<file path="src/common/eag_pkg.sv">
package eag_pkg;
   localparam int DW = 16;
   localparam int NREG = 16;
   localparam logic [3:0] SP_IDX = 4'hF;
   localparam logic [3:0] WZ_IDX = 4'h0;
   localparam logic [DW-1:0] STACK_FLOOR = 16'h0800;
   localparam logic [DW-1:0] WORD_STEP = 16'h0002;
   localparam logic [DW-1:0] BYTE_STEP = 16'h0001;
   localparam int FILE_AW = 13;
   localparam logic [DW-1:0] SP_RESET = 16'h0800;
   localparam logic [DW-1:0] SEG_RESET = 16'h0000;

   typedef enum logic [2:0] {
      EAG_FILE_DIRECT,
      EAG_REG_DIRECT,
      EAG_INDIRECT,
      EAG_POST_MOD,
      EAG_PRE_MOD,
      EAG_INDEXED,
      EAG_LIT_OFFSET,
      EAG_LITERAL
   } eag_mode_t;

   typedef enum logic [1:0] {
      EAG_STK_NONE,
      EAG_STK_PUSH,
      EAG_STK_POP
   } eag_stk_t;

   typedef enum logic [1:0] {
      EAG_PUSH_DATA,
      EAG_PUSH_CALL,
      EAG_PUSH_EXC
   } eag_pushsrc_t;

   typedef enum logic [1:0] {
      EAG_LIT5,
      EAG_LIT8,
      EAG_LIT10,
      EAG_LIT16
   } eag_litw_t;

   // One addressing request from the decoder
   typedef struct packed {
      logic valid;
      eag_mode_t mode;
      logic [3:0] ptr_sel;
      logic [3:0] off_sel;
      logic dec_mod;
      logic byte_op;
      logic signed [4:0] lit_off;
      logic [FILE_AW-1:0] file_addr;
      logic [15:0] literal;
      eag_litw_t lit_w;
   } eag_req_t;

   typedef struct packed {
      logic valid;
      eag_stk_t op;
      eag_pushsrc_t src;
      logic [22:0] pc;
      logic [7:0] status_low;
      logic [15:0] data;
   } eag_stack_req_t;

   typedef struct packed {
      logic en;
      logic [15:0] base;
      logic [15:0] top;
   } eag_seg_t;

   typedef struct packed {
      logic valid;
      logic is_mem;
      logic [15:0] addr;
      logic [15:0] operand;
   } eag_ea_t;
endpackage

</file>
<file path="src/eag_core.sv">
// Behaviour
// - Stack pointer holds next free word; stack grows upward.
// - Pop predecrements pointer; push post-increments pointer.
// - Call push clears the pushed counter's top bit.
// - Exception push places status low onto the counter's top bit.
// - Stack limit has no reset value; unknown until written.
// - Stack limit bit zero always reads zero.
// - Every stack-pointer-based address is checked against the limit (core checks operand and push addresses; pop addresses only against 0x0800).
// - Push at limit is fine; next push raises stack error.
// - Stack pointer below 0x0800 raises stack error underflow.
// - Boot secure RAM only served to boot flash code when enabled (core checks operand addresses only, not push or pop addresses).
// - Segment secure RAM only served to secure flash code when enabled (core checks operand addresses only, not push or pop addresses).
// - File register address is 13 bits, first 8192 bytes.
// - File instructions use working register zero as default.
// - Three-operand: base register direct; operand two register/memory/literal.
// - Indirect address equals pointer register contents.
// - Post-modify uses pointer, then steps it by a constant.
// - Pre-modify steps pointer by signed constant, uses new value.
// - Indexed address is pointer plus base offset register.
// - Literal-offset address is pointer plus instruction literal.
// - Copy instruction adds indexed, literal offset, 8 and 16 bit literals.
// - Source and destination modes differ; one shared offset field (core takes separate off_sel and lit_off per request).
`timescale 1ns/1ps
module eag_core (
   input wire logic clk, // core clock
   input wire logic rst, // sync reset, high
   input eag_pkg::eag_req_t src_req, // source operand request
   input eag_pkg::eag_req_t dst_req, // destination operand request
   input eag_pkg::eag_stack_req_t stk_req, // push or pop
   input wire logic wr_en, // working register write
   input wire logic [3:0] wr_sel, // which working register
   input wire logic [15:0] wr_data, // value written
   input wire logic lim_wr, // stack limit write
   input wire logic [15:0] lim_data, // stack limit value
   input wire logic exec_boot, // code runs in boot flash
   input wire logic exec_secure, // code runs in secure flash
   input eag_pkg::eag_seg_t boot_secure_ram, // boot segment window
   input eag_pkg::eag_seg_t segment_secure_ram, // secure segment window
   input wire logic trap_ack, // exception logic took trap
   output eag_pkg::eag_ea_t src_ea, // source address or literal
   output eag_pkg::eag_ea_t dst_ea, // destination address
   output logic [15:0] stk_addr, // stack access address
   output logic [15:0] stk_wdata, // pushed word
   output logic stk_valid, // stack access valid
   output logic access_denied, // secure RAM refusal
   output logic stack_trap, // stack error trap request
   output logic stall, // completion blocked
   output logic [15:0] stack_pointer_reg // current stack pointer
);
   typedef struct packed {
      logic [eag_pkg::NREG-1:0][15:0] work;
      logic [15:0] lim;
      eag_pkg::eag_ea_t src;
      eag_pkg::eag_ea_t dst;
      logic [15:0] saddr;
      logic [15:0] swdata;
      logic svalid;
      logic denied;
      logic trap;
   } eag_state_t;

   eag_state_t state_reg, state_next;

   function automatic logic [15:0] lit_ext(input eag_pkg::eag_req_t r);
      case (r.lit_w)
         eag_pkg::EAG_LIT5: lit_ext = {11'h000, r.literal[4:0]};
         eag_pkg::EAG_LIT10: lit_ext = {6'h00, r.literal[9:0]};
         eag_pkg::EAG_LIT8: lit_ext = {8'h00, r.literal[7:0]};
         default: lit_ext = r.literal;
      endcase
   endfunction

   function automatic logic denied_fn(input logic [15:0] a,
      input eag_pkg::eag_seg_t bs, input eag_pkg::eag_seg_t ss,
      input logic eb, input logic es);
      logic in_bs;
      logic in_ss;
      in_bs = bs.en && a >= bs.base && a <= bs.top;
      in_ss = ss.en && a >= ss.base && a <= ss.top;
      denied_fn = (in_bs && !eb) || (in_ss && !es);
   endfunction

   // Computes address; ptr/new pointer value for modify modes
   task automatic gen_ea(input eag_pkg::eag_req_t r,
      input logic [eag_pkg::NREG-1:0][15:0] w,
      output eag_pkg::eag_ea_t ea, output logic upd,
      output logic [15:0] newp);
      logic [15:0] p;
      logic [15:0] step;
      p = w[r.ptr_sel];
      step = r.byte_op ? eag_pkg::BYTE_STEP : eag_pkg::WORD_STEP;
      ea.valid = r.valid;
      ea.is_mem = 1'b1;
      ea.operand = 16'h0000;
      ea.addr = p;
      upd = 1'b0;
      newp = p;
      case (r.mode)
         eag_pkg::EAG_FILE_DIRECT:
         begin
            ea.addr = {3'h0, r.file_addr};
            ea.operand = w[eag_pkg::WZ_IDX];
         end
         eag_pkg::EAG_REG_DIRECT:
         begin
            ea.is_mem = 1'b0;
            ea.operand = p;
         end
         eag_pkg::EAG_INDIRECT: ea.addr = p;
         eag_pkg::EAG_POST_MOD:
         begin
            ea.addr = p;
            upd = 1'b1;
            newp = r.dec_mod ? p - step : p + step;
         end
         eag_pkg::EAG_PRE_MOD:
         begin
            newp = r.dec_mod ? p - step : p + step;
            ea.addr = newp;
            upd = 1'b1;
         end
         // Each operand request carries its own offset fields (off_sel, lit_off)
         eag_pkg::EAG_INDEXED: ea.addr = p + w[r.off_sel];
         eag_pkg::EAG_LIT_OFFSET:
            ea.addr = p + {{11{r.lit_off[4]}}, r.lit_off};
         eag_pkg::EAG_LITERAL:
         begin
            ea.is_mem = 1'b0;
            ea.operand = lit_ext(r);
         end
         default: ea.addr = p;
      endcase
      if (!r.valid)
      begin
         upd = 1'b0;
      end
   endtask

   logic [15:0] sp_now;
   assign sp_now = state_reg.work[eag_pkg::SP_IDX];

   always_comb
   begin
      eag_pkg::eag_ea_t se;
      eag_pkg::eag_ea_t de;
      logic su;
      logic du;
      logic [15:0] sn;
      logic [15:0] dn;
      logic [15:0] sp;
      logic hold;
      logic err;
      logic chk_sp;
      se = '0;
      de = '0;
      su = 1'b0;
      du = 1'b0;
      sn = 16'h0000;
      dn = 16'h0000;
      sp = 16'h0000;
      err = 1'b0;
      chk_sp = 1'b0;
      state_next = state_reg;
      state_next.svalid = 1'b0;
      state_next.src.valid = 1'b0;
      state_next.dst.valid = 1'b0;
      hold = state_reg.trap;
      if (state_reg.trap && trap_ack)
      begin
         state_next.trap = 1'b0;
      end
      if (lim_wr)
      begin
         state_next.lim = {lim_data[15:1], 1'b0};
      end
      if (!hold)
      begin
         gen_ea(src_req, state_reg.work, se, su, sn);
         gen_ea(dst_req, state_reg.work, de, du, dn);
         state_next.src = se;
         state_next.dst = de;
         if (su)
         begin
            state_next.work[src_req.ptr_sel] = sn;
         end
         if (du)
         begin
            state_next.work[dst_req.ptr_sel] = dn;
         end
         // Any stack-pointer EA is limit checked
         if (se.valid && se.is_mem && src_req.ptr_sel == eag_pkg::SP_IDX
            && src_req.mode != eag_pkg::EAG_FILE_DIRECT)
         begin
            chk_sp = se.addr > state_reg.lim;
         end
         if (de.valid && de.is_mem && dst_req.ptr_sel == eag_pkg::SP_IDX
            && dst_req.mode != eag_pkg::EAG_FILE_DIRECT)
         begin
            chk_sp = chk_sp || de.addr > state_reg.lim;
         end
         sp = state_next.work[eag_pkg::SP_IDX];
         if (stk_req.valid && stk_req.op == eag_pkg::EAG_STK_PUSH)
         begin
            state_next.svalid = 1'b1;
            state_next.saddr = sp;
            case (stk_req.src)
               eag_pkg::EAG_PUSH_CALL:
                  state_next.swdata = {1'b0, stk_req.pc[14:0]};
               eag_pkg::EAG_PUSH_EXC:
                  state_next.swdata = {stk_req.status_low,
                     stk_req.pc[22:15]};
               default: state_next.swdata = stk_req.data;
            endcase
            // Equal to limit is allowed; beyond it traps
            err = sp > state_reg.lim;
            sp = sp + eag_pkg::WORD_STEP;
         end
         else if (stk_req.valid && stk_req.op == eag_pkg::EAG_STK_POP)
         begin
            sp = sp - eag_pkg::WORD_STEP;
            state_next.svalid = 1'b1;
            state_next.saddr = sp;
         end
         state_next.work[eag_pkg::SP_IDX] = {sp[15:1], 1'b0};
         if (wr_en)
         begin
            state_next.work[wr_sel] = wr_data;
         end
         err = err || chk_sp || sp < eag_pkg::STACK_FLOOR;
         state_next.trap = err;
         state_next.denied =
            (se.valid && se.is_mem && denied_fn(se.addr, boot_secure_ram,
               segment_secure_ram, exec_boot, exec_secure))
            || (de.valid && de.is_mem && denied_fn(de.addr, boot_secure_ram,
               segment_secure_ram, exec_boot, exec_secure));
      end
   end

   always_ff @(posedge clk)
   begin
      if (rst)
      begin
         // Limit left untouched by reset on purpose
         state_reg.work <= '0;
         state_reg.work[eag_pkg::SP_IDX] <= eag_pkg::SP_RESET;
         state_reg.src <= '0;
         state_reg.dst <= '0;
         state_reg.saddr <= 16'h0000;
         state_reg.swdata <= 16'h0000;
         state_reg.svalid <= 1'b0;
         state_reg.denied <= 1'b0;
         state_reg.trap <= 1'b0;
         state_reg.lim <= state_next.lim;
      end
      else
      begin
         state_reg <= state_next;
      end
   end

   assign src_ea = state_reg.src;
   assign dst_ea = state_reg.dst;
   assign stk_addr = state_reg.saddr;
   assign stk_wdata = state_reg.swdata;
   assign stk_valid = state_reg.svalid;
   assign access_denied = state_reg.denied;
   assign stack_trap = state_reg.trap;
   assign stall = state_reg.trap;
   assign stack_pointer_reg = sp_now;

   chk_trap_hold: assert property (@(posedge clk) disable iff (rst)
      stack_trap && !trap_ack |=> stack_trap)
      else $error("stack trap dropped before ack");
   chk_lim_bit0: assert property (@(posedge clk) disable iff (rst)
      $past(lim_wr) |-> state_reg.lim[0] == 1'b0)
      else $error("stack limit bit zero set");
   chk_push_addr: assert property (@(posedge clk) disable iff (rst)
      stk_req.valid && stk_req.op == eag_pkg::EAG_STK_PUSH && !stall
      && !wr_en |=> stk_addr == $past(sp_now)
      && sp_now == $past(sp_now) + 16'h0002)
      else $error("push address or increment wrong");
   chk_pop_addr: assert property (@(posedge clk) disable iff (rst)
      stk_req.valid && stk_req.op == eag_pkg::EAG_STK_POP && !stall
      && !wr_en |=> stk_addr == sp_now
      && sp_now == $past(sp_now) - 16'h0002)
      else $error("pop predecrement wrong");
   chk_call_msb: assert property (@(posedge clk) disable iff (rst)
      stk_req.valid && stk_req.src == eag_pkg::EAG_PUSH_CALL && !stall
      && stk_req.op == eag_pkg::EAG_STK_PUSH |=> !stk_wdata[15])
      else $error("call push top bit set");
   chk_under_trap: assert property (@(posedge clk) disable iff (rst)
      !stall && !wr_en && !stk_req.valid && !src_req.valid && !dst_req.valid
      && sp_now < 16'h0800 |=> stack_trap)
      else $error("underflow not trapped");
   chk_indirect_ea: assert property (@(posedge clk) disable iff (rst)
      src_req.valid && src_req.mode == eag_pkg::EAG_INDIRECT && !stall
      |=> src_ea.addr == $past(state_reg.work[src_req.ptr_sel]))
      else $error("indirect address wrong");
   chk_file_addr: assert property (@(posedge clk) disable iff (rst)
      src_req.valid && src_req.mode == eag_pkg::EAG_FILE_DIRECT && !stall
      |=> src_ea.addr[15:13] == 3'h0)
      else $error("file address beyond 13 bits");
endmodule

</file>
<file path="config.mk">
export PLATFORM = sky130hd
export DESIGN_NAME = eag_core
export DESIGN_NICKNAME = d
export VERILOG_FILES = /design/src/common/eag_pkg.sv /design/src/eag_core.sv
export SDC_FILE = /design/constraint.sdc
export NUM_CORES = 2
export LEC_CHECK = 0
export BUFFER_PORTS_ARGS = -buffer_cell sky130_fd_sc_hd__buf_4
export CORE_ASPECT_RATIO = 1.1
export CORE_MARGIN = 4
export CORE_UTILIZATION = 30
export DETAILED_ROUTE_END_ITERATION = 16
export PLACE_DENSITY = 0.49
export SLEW_MARGIN = 30
export SYNTH_ARGS = -nofsm -noshare
export SYNTH_HDL_FRONTEND = slang
export SYNTH_SLANG_ARGS = --single-unit
</file>
<file path="constraint.sdc">
create_clock -name clk -period 18.64 [get_ports clk]
set_input_delay 0 -clock clk [delete_from_list [all_inputs] [get_ports clk]]
set_output_delay 0 -clock clk [all_outputs]
set_load 0.005 [all_outputs]
</file>
==> out/metrics.yaml <==
status: "complete, no violations"
grt_max_degree: 203
cts_inserted_buffers: 48
crit_path_end_kind: "flip-flop"
clkPwrFrac: 0.323
ir_worst_vdd_mv: 0.07490
cap_viol_max_count: 0
finalSetupTns_ns: 0
hold_path.class: "in -> reg"
io-pin-count: 381
switching_share: 0.4013
htree_levels: 2
worst_pin_slew_ns: 1.143
p_leak_nw: 17.98
drt-total-wl_um: 197500
vias_per_cell: 6.041
largest_reg_flops: 255
cts_tree: "yes"
drtAntennaViolNets: 0
post_drt_wl_per_cell_um: 29.39
postCtsSetupBuffers: 0
core_um2: 127200
worstPathRequired_ns: 19.16
grt.total_usage: 0.2834
internal_power_mw: 1.944
synthArstFlopShare: 0
area_delta_synth_final_pct: 17.07
power.density_nw_per_um2: 71.92
place.gp.congestion: 0.9445
syn_area_per_cell_um2: 7.919
die_w_um: 349.8
hold_viol: 0
timing.fmax_mhz: 131.2
layout-drive-gt1-share: 0.2010
clk-insertion-delay-late_ns: 0.64
drc: 0
placed_area_um2: 42010
worstPathMaxFanout: 27
cts.reportedPaths.clkPinSlew_ns: 0.06
final_common_cell: "nor2_1"
path_class: "in -> reg"
final_cell_mix: "734 x nor2_1, 574 x a21oi_1, 500 x nand2_1"
synth-edff-count: 15
num_vias: 40596
ys_warn_count: 0
syn_inst: 4869
synth_area_leaders: "dfxtp_1 19%, mux4_2 19%, ha_1 7.8%, a21oi_1 7.6%, nor2_1 7.2%"
grt_pass1_vias: 37673
yosys_register_bits: 374
numClockSinks: 374
grt_pass1_wl_um: 277400
power.share.combinational: 0.386
period_share: 0.4088
die_y_um: 384.0
synth_nets: 5373
fin_nets: 5509
syn_area_um2: 38560
post-route-min-period_ns: 7.620
antenna_found_initial: 17
portBuffers: 379
synth_ff_type: "dfxtp_1"
overflow: 0
die_area_um2: 134300
rsz0062_at_grt: "false"
synth_top_area_frac: 0.1864
drtIter0Drc: 4991
rows: 137
synth.distinct_cells: 99
yosysTopAreaCell: "dfxtp_1"
skew_ns: 0.03997
finalSetupViolCount: 0
cp.arrival_ns: 8.14
clockBufferDepth: 3
start_util: 0.3032
slew_headroom: 0.2324
stdcell_area_um2: 45140
netSwitchingPower_mw: 1.303
dr.pass1.iters: 8
ys_seq_area_frac: 0.1981
slew_viol_final: 0
seqPwrFrac: 0.292
worstSetupStartpointType: "input port"
hpwlAfterDp_um: 137100
cts-root-buf: "clkbuf_16"
stage by stage:
step	setup slack [ns]	utilization	std cells	power (mW)	hold WS, ns
6_report	11.02	0.3549	6720	3.247	0.04292
3_3_place_gp	10.84	0.3295	6484	2.150	0.1797
2_1_floorplan	12.28	-	4869	1.690	0.09887
4_1_cts	11.15	0.3546	6712	3.243	0.002927
3_5_place_dp	11.02	0.3303	6484	2.163	0.1795
5_1_grt	10.65	0.3548	6713	3.375	0.05975
final timing paths:
path,end,startpoint,slack [ns],cells past startpoint
worst max-delay path,access_denied$_SDFFE_PP0N_,dst_req[42],11.02,27
worst min-delay path,src_ea[17]$_SDFFE_PP0N_,src_req[19],0.04,6
worst max register to register,access_denied$_SDFFE_PP0N_,state_reg[119]$_SDFFE_PP0N_,11.20,26
worst min register to register,stk_addr[7]$_SDFFE_PP0P_,stk_addr[7]$_SDFFE_PP0P_,0.46,2
critical path, cell delays in order:
cell	delay, ns
buf_4	0.42
buf_4	0.56
buf_4	0.56
mux4_2	0.57
mux4_2	0.66
ha_1	0.43
o211ai_1	0.12
a21boi_0	0.34
nand3_1	0.12
o21ai_1	0.25
o31a_1	0.22
a21o_1	0.13
a21oi_1	0.07
xnor2_1	0.64
a21oi_1	0.15
o22ai_1	0.14
o21a_1	0.60
ha_1	0.24
nand4_1	0.09
nor2_1	0.15
a21oi_1	0.09
a22o_1	0.27
o2111ai_1	0.12
a21oi_1	0.06
a221o_1	0.28
a211o_1	0.23
dlygate4sd3_1	0.55
area by class of cell:
cell class | count | area (um^2)
diodes | 8 | 20.02
clock buffers | 67 | 1416
clock inverters | 22 | 285.3
fillers | 13147 | 82050
inverters | 128 | 483.0
multi-input cells | 3827 | 28130
flip-flops and latches | 374 | 7641
well taps | 1668 | 2087
repair buffers | 626 | 5082
kinds of logic (layout without fill, tap and decap cells):
family	Yosys count	after routing	share of synthesized area
other	0	8	0
flip-flops	374	374	0.1981
adder cells (fa/ha/maj)	244	244	0.07989
AND/OR/NAND/NOR	1530	1530	0.1662
buffers and inverters	668	843	0.07898
AO/OA/AOI/OAI	1578	1578	0.2512
multiplexers	404	404	0.2095
XOR/XNOR	71	71	0.01613
power by group through the flow:
stage	registers, mW	logic [mW]	clock network, mW
final	0.947	1.25	1.05
after global routing	0.953	1.34	1.09
after CTS	0.945	1.23	1.07
after detailed placement	0.963	1.20	0
after global placement	0.961	1.19	0
after floorplan	0.918	0.772	0
timing repair:
item                      in CTS  in global routing
resized for setup              0                  0
hold endpoints to repair     335                  0
hold buffers                 139                  0
routing by layer:
layer / track usage / share of wire
met3: 0.06790 / 0.10
met4: 0.1691 / 0.071
met5: 0 / 0.00044
met2: 0.4452 / 0.44
met1: 0.3527 / 0.39
synthesized netlist by cell type, types with 16 or more instances:
cell type	n
a21o_1	82
o21ai_1	20
a222oi_1	32
nand2_1	525
buf_1	40
mux2i_1	50
buf_2	38
mux2_2	35
mux4_2	319
o21ai_0	383
inv_1	122
nor2_1	738
a22o_1	36
xnor2_1	50
a22oi_1	18
a31oi_1	23
buf_4	126
nand4_1	27
ha_1	239
a21oi_1	582
nor3_1	45
and2_1	17
nor2b_1	37
xor2_1	21
and3_1	16
a211oi_1	197
nand2b_1	35
nand3_1	41
o22ai_1	29
o21a_1	31
clkbuf_1	334
dfxtp_1	359
o211ai_1	50
Note: power is estimated with default switching activity, not from simulation.
